[src/hdl/exc_pkg.sv]
// Package of constants and carriers for the query checker and exception reply builder
package exc_pkg;
  localparam logic [7:0] FC_READ_COILS = 8'h01;
  localparam logic [7:0] FC_READ_REGS = 8'h03;
  localparam logic [7:0] FC_WRITE_COIL = 8'h05;
  localparam logic [7:0] FC_DIAG = 8'h08;
  localparam logic [7:0] FC_WRITE_COILS = 8'h0f;
  localparam logic [7:0] FC_WRITE_REGS = 8'h10;
  localparam logic [7:0] EXC_BAD_FC = 8'h01;
  localparam logic [7:0] EXC_BAD_ADDR = 8'h02;
  localparam logic [7:0] EXC_BAD_DATA = 8'h03;
  localparam logic [7:0] EXC_NONE = 8'h00;
  localparam logic [7:0] FC_ERR_BIT = 8'h80;
  localparam logic [15:0] COIL_ON = 16'hff00;
  localparam logic [15:0] COIL_OFF = 16'h0000;
  localparam logic [15:0] CRC_INIT = 16'hffff;
  localparam logic [15:0] CRC_POLY = 16'ha001;
  localparam int REPLY_BYTES = 5;

  // Decoded query fields offered by the frame parser
  typedef struct packed {
    logic [7:0] station;
    logic [7:0] fc;
    logic [15:0] addr;
    logic [15:0] count;
    logic [7:0] byte_count;
    logic [15:0] value;
    logic addr_known;
    logic addr_read_only;
    logic value_in_range;
  } query_s;

  // One byte of the reply stream
  typedef struct packed {
    logic [7:0] data;
    logic last;
  } reply_byte_s;
endpackage

[src/hdl/modbus_exception_responder.sv]
// Query validation and exception reply frame builder for the serial slave
// =====================================================================
// What this block does
// - A query that cannot be carried out gets an exception reply in place of the normal answer.
// - The reply is station byte, function byte, exception code byte and a CRC sent low byte first.
// - The reply function byte is the query function code with its top bit set.
// - Function codes other than 01h, 03h, 05h, 08h, 0Fh and 10h give exception code 01h.
// - Register read or write at an unmapped register address gives exception code 02h.
// - A register write to a read-only register address gives exception code 02h.
// - A coil query at an unmapped coil address gives exception code 02h.
// - A coil write to a read-only coil address gives exception code 02h.
// - A register count of zero, odd or above the maximum gives exception code 03h.
// - A register write byte count that disagrees with the register count gives exception code 03h.
// - A register write value outside its permitted range gives exception code 03h.
// - A coil read or multiple coil write count of zero or above the maximum gives exception code 03h.
// - A multiple coil write byte count that disagrees with the coil count gives exception code 03h.
// - A single coil write whose value is neither ON nor OFF gives exception code 03h.
module modbus_exception_responder #(
  parameter int MAX_REGS = 16,
  parameter int MAX_COILS = 16
) (
  input wire logic clk,
  input wire logic rst_n,
  input wire logic query_valid,
  output logic query_ready,
  input wire exc_pkg::query_s query,
  output logic result_valid,
  output logic result_fault,
  output logic [7:0] result_code,
  output logic reply_valid,
  input wire logic reply_ready,
  output exc_pkg::reply_byte_s reply
);
  import exc_pkg::*;

  // =====================================================================
  // Types and state
  typedef enum logic [1:0] {IDLE, SEND, DRAIN} phase_e;

  typedef struct packed {
    phase_e phase;
    logic [7:0] station;
    logic [7:0] fc;
    logic [7:0] code;
    logic [15:0] crc;
    logic [2:0] idx;
    logic res_valid;
    logic res_fault;
    logic [7:0] res_code;
  } ctl_state_s;

  localparam logic [2:0] LAST_IDX = 3'(REPLY_BYTES - 1);
  localparam logic [15:0] MAX_REGS_W = 16'(MAX_REGS);
  localparam logic [15:0] MAX_COILS_W = 16'(MAX_COILS);

  ctl_state_s st;
  ctl_state_s next_st;
  logic [7:0] exc_code;
  logic is_reg_fc;
  logic is_coil_fc;
  logic [7:0] coil_bytes;
  logic [15:0] crc_next;
  reply_byte_s cur_byte;
  logic buf_in_ready;
  logic buf_out_valid;
  reply_byte_s buf_out;

  // =====================================================================
  // CRC-16 byte update, reflected polynomial
  function automatic logic [15:0] crc_step(input logic [15:0] crc_in, input logic [7:0] d);
    logic [15:0] c;
    c = crc_in ^ {8'h00, d};
    for (int i = 0; i < 8; i++)
    begin
      if (c[0])
        c = (c >> 1) ^ CRC_POLY;
      else
        c = c >> 1;
    end
    return c;
  endfunction

  // =====================================================================
  // Query checks
  // Coil byte count expected for a multiple coil write
  always_comb
  begin
    coil_bytes = 8'((query.count + 16'd7) >> 3);
  end

  // Ordered checks, first failure wins
  always_comb
  begin
    is_reg_fc = (query.fc == FC_READ_REGS) || (query.fc == FC_WRITE_REGS);
    is_coil_fc = (query.fc == FC_READ_COILS) || (query.fc == FC_WRITE_COIL) || (query.fc == FC_WRITE_COILS);
    exc_code = EXC_NONE;
    if (!(is_reg_fc || is_coil_fc || query.fc == FC_DIAG))
      exc_code = EXC_BAD_FC;
    else if (is_reg_fc && !query.addr_known)
      exc_code = EXC_BAD_ADDR;
    else if (query.fc == FC_WRITE_REGS && query.addr_read_only)
      exc_code = EXC_BAD_ADDR;
    else if (is_coil_fc && !query.addr_known)
      exc_code = EXC_BAD_ADDR;
    else if ((query.fc == FC_WRITE_COIL || query.fc == FC_WRITE_COILS) && query.addr_read_only)
      exc_code = EXC_BAD_ADDR;
    else if (is_reg_fc && (query.count == 16'h0000 || query.count[0] || query.count > MAX_REGS_W))
      exc_code = EXC_BAD_DATA;
    else if (query.fc == FC_WRITE_REGS && query.byte_count != 8'({query.count, 1'b0}))
      exc_code = EXC_BAD_DATA;
    else if (query.fc == FC_WRITE_REGS && !query.value_in_range)
      exc_code = EXC_BAD_DATA;
    else if (query.fc == FC_WRITE_COIL && query.value != COIL_ON && query.value != COIL_OFF)
      exc_code = EXC_BAD_DATA;
    else if ((query.fc == FC_READ_COILS || query.fc == FC_WRITE_COILS)
             && (query.count == 16'h0000 || query.count > MAX_COILS_W))
      exc_code = EXC_BAD_DATA;
    else if (query.fc == FC_WRITE_COILS && query.byte_count != coil_bytes)
      exc_code = EXC_BAD_DATA;
  end

  // =====================================================================
  // Reply byte selection
  always_comb
  begin
    cur_byte.last = (st.idx == LAST_IDX);
    case (st.idx)
      3'd0: cur_byte.data = st.station;
      3'd1: cur_byte.data = st.fc | FC_ERR_BIT;
      3'd2: cur_byte.data = st.code;
      3'd3: cur_byte.data = st.crc[7:0];
      3'd4: cur_byte.data = st.crc[15:8];
      default: cur_byte.data = 8'h00;
    endcase
    crc_next = crc_step(st.crc, cur_byte.data);
  end

  // =====================================================================
  // Control sequence
  always_comb
  begin
    next_st = st;
    next_st.res_valid = 1'b0;
    case (st.phase)
      IDLE:
      begin
        if (query_valid)
        begin
          next_st.res_valid = 1'b1;
          next_st.res_fault = (exc_code != EXC_NONE);
          next_st.res_code = exc_code;
          if (exc_code != EXC_NONE)
          begin
            next_st.phase = SEND;
            next_st.station = query.station;
            next_st.fc = query.fc;
            next_st.code = exc_code;
            next_st.crc = CRC_INIT;
            next_st.idx = 3'd0;
          end
        end
      end
      SEND:
      begin
        if (buf_in_ready)
        begin
          // CRC bytes themselves are not folded in
          if (st.idx < 3'd3)
            next_st.crc = crc_next;
          if (cur_byte.last)
            next_st.phase = DRAIN;
          else
            next_st.idx = st.idx + 3'd1;
        end
      end
      DRAIN:
      begin
        if (!buf_out_valid)
          next_st.phase = IDLE;
      end
      default: next_st.phase = IDLE;
    endcase
  end

  // State register
  always_ff @(posedge clk or negedge rst_n)
  begin
    if (!rst_n)
    begin
      st <= '0;
      st.phase <= IDLE;
    end
    else
      st <= next_st;
  end

  // =====================================================================
  // Reply buffer and outputs
  reply_buffer u_buf (
    .clk(clk),
    .rst_n(rst_n),
    .in_valid(st.phase == SEND),
    .in_ready(buf_in_ready),
    .in_data(cur_byte),
    .out_valid(buf_out_valid),
    .out_ready(reply_ready),
    .out_data(buf_out)
  );

  assign query_ready = (st.phase == IDLE);
  assign result_valid = st.res_valid;
  assign result_fault = st.res_fault;
  assign result_code = st.res_code;
  assign reply_valid = buf_out_valid;
  assign reply = buf_out;
endmodule

[src/hdl/reply_buffer.sv]
// Two-entry buffer carrying reply bytes to the serial transmitter
module reply_buffer
  import exc_pkg::*;
(
  input wire logic clk,
  input wire logic rst_n,
  input wire logic in_valid,
  output logic in_ready,
  input wire exc_pkg::reply_byte_s in_data,
  output logic out_valid,
  input wire logic out_ready,
  output exc_pkg::reply_byte_s out_data
);
  import exc_pkg::*;

  typedef struct packed {
    reply_byte_s [1:0] slot;
    logic [1:0] fill;
  } buf_state_s;

  buf_state_s st;
  buf_state_s next_st;
  logic push;
  logic pop;

  // Push and pop with the head always in slot zero
  always_comb
  begin
    next_st = st;
    push = in_valid && (st.fill != 2'd2);
    pop = out_ready && (st.fill != 2'd0);
    if (pop)
    begin
      next_st.slot[0] = st.slot[1];
      next_st.fill = st.fill - 2'd1;
    end
    if (push)
    begin
      next_st.slot[next_st.fill[0]] = in_data;
      next_st.fill = next_st.fill + 2'd1;
    end
  end

  // State register
  always_ff @(posedge clk or negedge rst_n)
  begin
    if (!rst_n)
      st <= '0;
    else
      st <= next_st;
  end

  assign in_ready = (st.fill != 2'd2);
  assign out_valid = (st.fill != 2'd0);
  assign out_data = st.slot[0];
endmodule

[config.mk]
export PLATFORM = sky130hd
export DESIGN_NAME = modbus_exception_responder
export DESIGN_NICKNAME = d
export VERILOG_FILES = /design/src/hdl/exc_pkg.sv /design/src/hdl/modbus_exception_responder.sv /design/src/hdl/reply_buffer.sv
export SDC_FILE = /design/constraint.sdc
export NUM_CORES = 1
export LEC_CHECK = 0
export ABC_AREA = 1
export BUFFER_PORTS_ARGS = -buffer_cell sky130_fd_sc_hd__buf_2
export CAP_MARGIN = 40
export CORE_MARGIN = 5
export CORE_UTILIZATION = 50
export CTS_CLUSTER_DIAMETER = 30
export DETAILED_ROUTE_END_ITERATION = 6
export GPL_TIMING_DRIVEN = 1
export PLACE_DENSITY = 0.75
export SYNTH_ARGS = -nofsm -noshare
export SYNTH_HDL_FRONTEND = slang
export SYNTH_SLANG_ARGS = --single-unit
[constraint.sdc]
create_clock -name clk -period 2.6 [get_ports clk]
set_input_delay 0.13 -clock clk [delete_from_list [all_inputs] [get_ports clk]]
set_output_delay 0.13 -clock clk [all_outputs]
set_load 0.02 [all_outputs]
==> results.py <==
metrics = {
    "run_status": {
        "status": "complete, no violations",
    },
    "finish": {
        "syn2layout_area_growth_pct": 16.7,
        "utilization_pct": 59.4,
        "layout.nets": 847,
        "fin_area_mm2": 0.00513,
        "final_cell_mix": "sky130_fd_sc_hd__nand2_1, sky130_fd_sc_hd__nand3_1, sky130_fd_sc_hd__buf_2",
        "layout_commonest_cell": "sky130_fd_sc_hd__nand2_1",
        "post_route_cells_drive_above_1_share_pct": 17.8,
        "num_antenna_cells": 0,
    },
    "placed_design": {
        "finalWeightedCongestion": 0.905,
        "postPlaceCellArea_mm2": 0.00484,
        "pre_cts_slack_ns": -0.0418,
        "post_dp_hpwl_mm": 8.55,
        "port_buffers": 77,
    },
    "floorplanning": {
        "die-area_mm2": 0.0108,
        "core_region_area_mm2": 0.00864,
        "die_w_um": 104,
        "die_y_um": 104,
        "floorplan.io_pins": 100,
        "fp-row-count": 34,
        "initial_core_util_pct": 50.9,
    },
    "global_route": {
        "antenna_found_initial": 0,
        "globalRouteOverflowTotal": 0,
        "gr-usage-all-layers_pct": 20.7,
        "first_global_vias": 4240,
        "grt_max_degree": 26,
        "wire_length_of_the_first_global_routing_pass_mm": 18.9,
    },
    "worst_setup_path": {
        "worst-endpoint-arrival_ns": 2.67,
        "worst_setup_path_end_kind": "flop",
        "worstSetupPathType": "flop to flop",
        "cp_launch_type": "flop",
        "required_time_at_the_endpoint_of_the_critical_path_ns": 2.83,
        "crit_fanout": 7,
    },
    "clock_network": {
        "total_clock_buffers_created_by_cts": 9,
        "cts_tree": "built",
        "cts.clk_slew.worst_paths_ns": 0.07,
        "clock_insertion_delay_worst_skew_ns": 0.35,
        "max-clock-path-buffers": 2,
        "clock-sinks": 62,
        "htree_levels": 3,
        "cts-root-buf": "sky130_fd_sc_hd__clkbuf_8",
    },
    "pwr": {
        "cellLeakagePower_nw": 2.90,
        "total_power_mw": 6.27,
        "ir_drop_mv": 0.475,
        "p_per_area_mw_per_mm2": 1220,
    },
    "min_path": {
        "min_path_type": "input pin to flop",
    },
    "yosys": {
        "mappedNetlistArea_mm2": 0.00440,
        "number_of_warning_messages_in_the_yosys_log": 0,
        "synth_top_area_share_pct": 35.3,
        "synth_edf_count": 0,
        "synthTopCellsByArea": "sky130_fd_sc_hd__dfrtp_1, sky130_fd_sc_hd__nand2_1, sky130_fd_sc_hd__nand3_1",
        "synth-async-reset-ratio_pct": 100,
        "post_synth_num_cell_types": 36,
        "ys_seq_elements": 62,
        "post_synth_inst_count": 676,
        "post_synth.cell_area_avg_um2": 6.50,
        "postSynth.topFlopCell": "sky130_fd_sc_hd__dfrtp_1",
        "seq_area_frac_synth_pct": 35.3,
        "synthDominantAreaCellType": "sky130_fd_sc_hd__dfrtp_1",
    },
    "timing": {
        "fin_worst_skew_ns": 0.00995,
        "final_period_minus_worst_setup_slack_ns": 2.44,
        "slew_headroom_pct": 63.2,
        "worst_slack_ns": 0.159,
        "setup_tns_ns": 0,
        "worst_pin_slew_ns": 0.550,
        "number_of_setup_violations_in_the_final_report": 0,
        "post-route-period-util_pct": 93.9,
        "report.final.slew_viol_count": 0,
        "maxClockFrequency_mhz": 410,
        "final_hold_viol_count": 0,
    },
    "routing": {
        "first_pass_iters": 5,
        "route.final.wire_length_mm": 11.4,
        "dr_total_vias": 4515,
        "wl_per_cell_um": 13.0,
        "iteration_0_drc_count_of_the_detailed_router": 252,
        "route.detailed.vias_per_inst": 5.17,
        "drt.antenna.violating_nets": 0,
        "route.detailed.drc": 0,
    },
    "run": {
        "maxCapViolCount": 0,
    },
}
## logic make-up after synthesis
group	synth area share [%]
AOI/OAI and AO/OA	7.86
adders and majority gates	2.28
DFF	35.3
and+or+nand+nor	41.1
xor gates and xnor gates	1.99
buffers and inverters	11.4
other	0.0853
## worst max-delay path, stage by stage (launching register included)
cell                      delay [ns]
sky130_fd_sc_hd__dfrtp_1        0.44
sky130_fd_sc_hd__inv_1          0.14
sky130_fd_sc_hd__ha_4           0.17
sky130_fd_sc_hd__buf_4          0.18
sky130_fd_sc_hd__nand3_1        0.09
sky130_fd_sc_hd__nand2_1        0.14
sky130_fd_sc_hd__nor2_4         0.06
sky130_fd_sc_hd__nand2_2        0.09
sky130_fd_sc_hd__nand2_1        0.05
sky130_fd_sc_hd__nand2_1        0.10
sky130_fd_sc_hd__nand2_1        0.08
sky130_fd_sc_hd__nand3_1        0.12
sky130_fd_sc_hd__nand2_1        0.06
sky130_fd_sc_hd__nand2_1        0.10
sky130_fd_sc_hd__nand2_1        0.10
sky130_fd_sc_hd__nand2_1        0.09
sky130_fd_sc_hd__nand3_1        0.07
sky130_fd_sc_hd__nand3_1        0.08
sky130_fd_sc_hd__nand2_1        0.05
sky130_fd_sc_hd__nand2_1        0.05
sky130_fd_sc_hd__nand2_1        0.06
## per-layer routing
metal	global-route usage [%]	up-vias	wire (µm)	share of wire, %
li1	-	2306	-	-
met1	27.3	2058	5100	45
met2	34.5	129	5390	47
met3	2.92	22	575	5.1
met4	7.86	0	308	2.7
met5	0	-	0	0
## flip-flops by register name (all words and copies together) (netlist names)
| name | count |
|---|---|
| result_code | 2 |
| result_valid | 1 |
| st | 38 |
| result_fault | 1 |
| u_buf.out_data | 9 |
| u_buf.st | 11 |
## per-stage QoR
stage                     cells  hold WS, ns
after floorplan             681       -0.166
after global placement      851       0.0735
after detailed placement    851       0.0804
after CTS                   868      0.00283
after global routing        873       0.0383
final                       873      0.00828
## final timing paths
check	start	to	slack, ns	depth (start not counted)
worst max-delay path	st[10]	st[13]	0.16	20
worst min-delay path	query[70]	st[48]	0.008	3
worst max register to register	st[10]	st[13]	0.16	20
worst min register to register	st[51]	st[51]	0.48	2
max in group asynchronous	rst_n	st[11]	1.69	3
min in group asynchronous	rst_n	st[53]	0.24	2
## final cells by class
type	instances	area [µm²]
tap	108	135
clock buffer	12	145
fill	815	3510
sequential	62	1550
timing repair buffer	102	588
inverter	71	267
multi-input combinational	514	2420
clock inverter	4	22.5
## Yosys cell counts, drive strengths merged, types with 2 or more instances
master	instances
a31oi	12
nor4	2
xor2	9
buf	26
dfrtp	62
nand2	273
nor2	50
o21bai	4
a21oi	10
nand4	10
nand3	80
inv	69
clkinv	2
o21ai	32
ha	8
nand3b	2
nor3	9
clkbuf	8
o22ai	2
## power by group
part	leakage (nW)	switching, mW	internal [mW]
Clock	0.0861	0.382	0.367
Combinational	2.04	2.45	1.36
Sequential	0.773	0.282	1.42
## what timing repair did
action | 4_1_cts | 5_1_grt
resized for setup | 1 | 15
buffers inserted | 0 | 5
hold buffers | 1 | 0
endpoints found under the hold margin | 17 | 0
pin swaps | 0 | 1
endpoints found under the setup margin | 2 | 3
(Power assumes the default switching activity.)
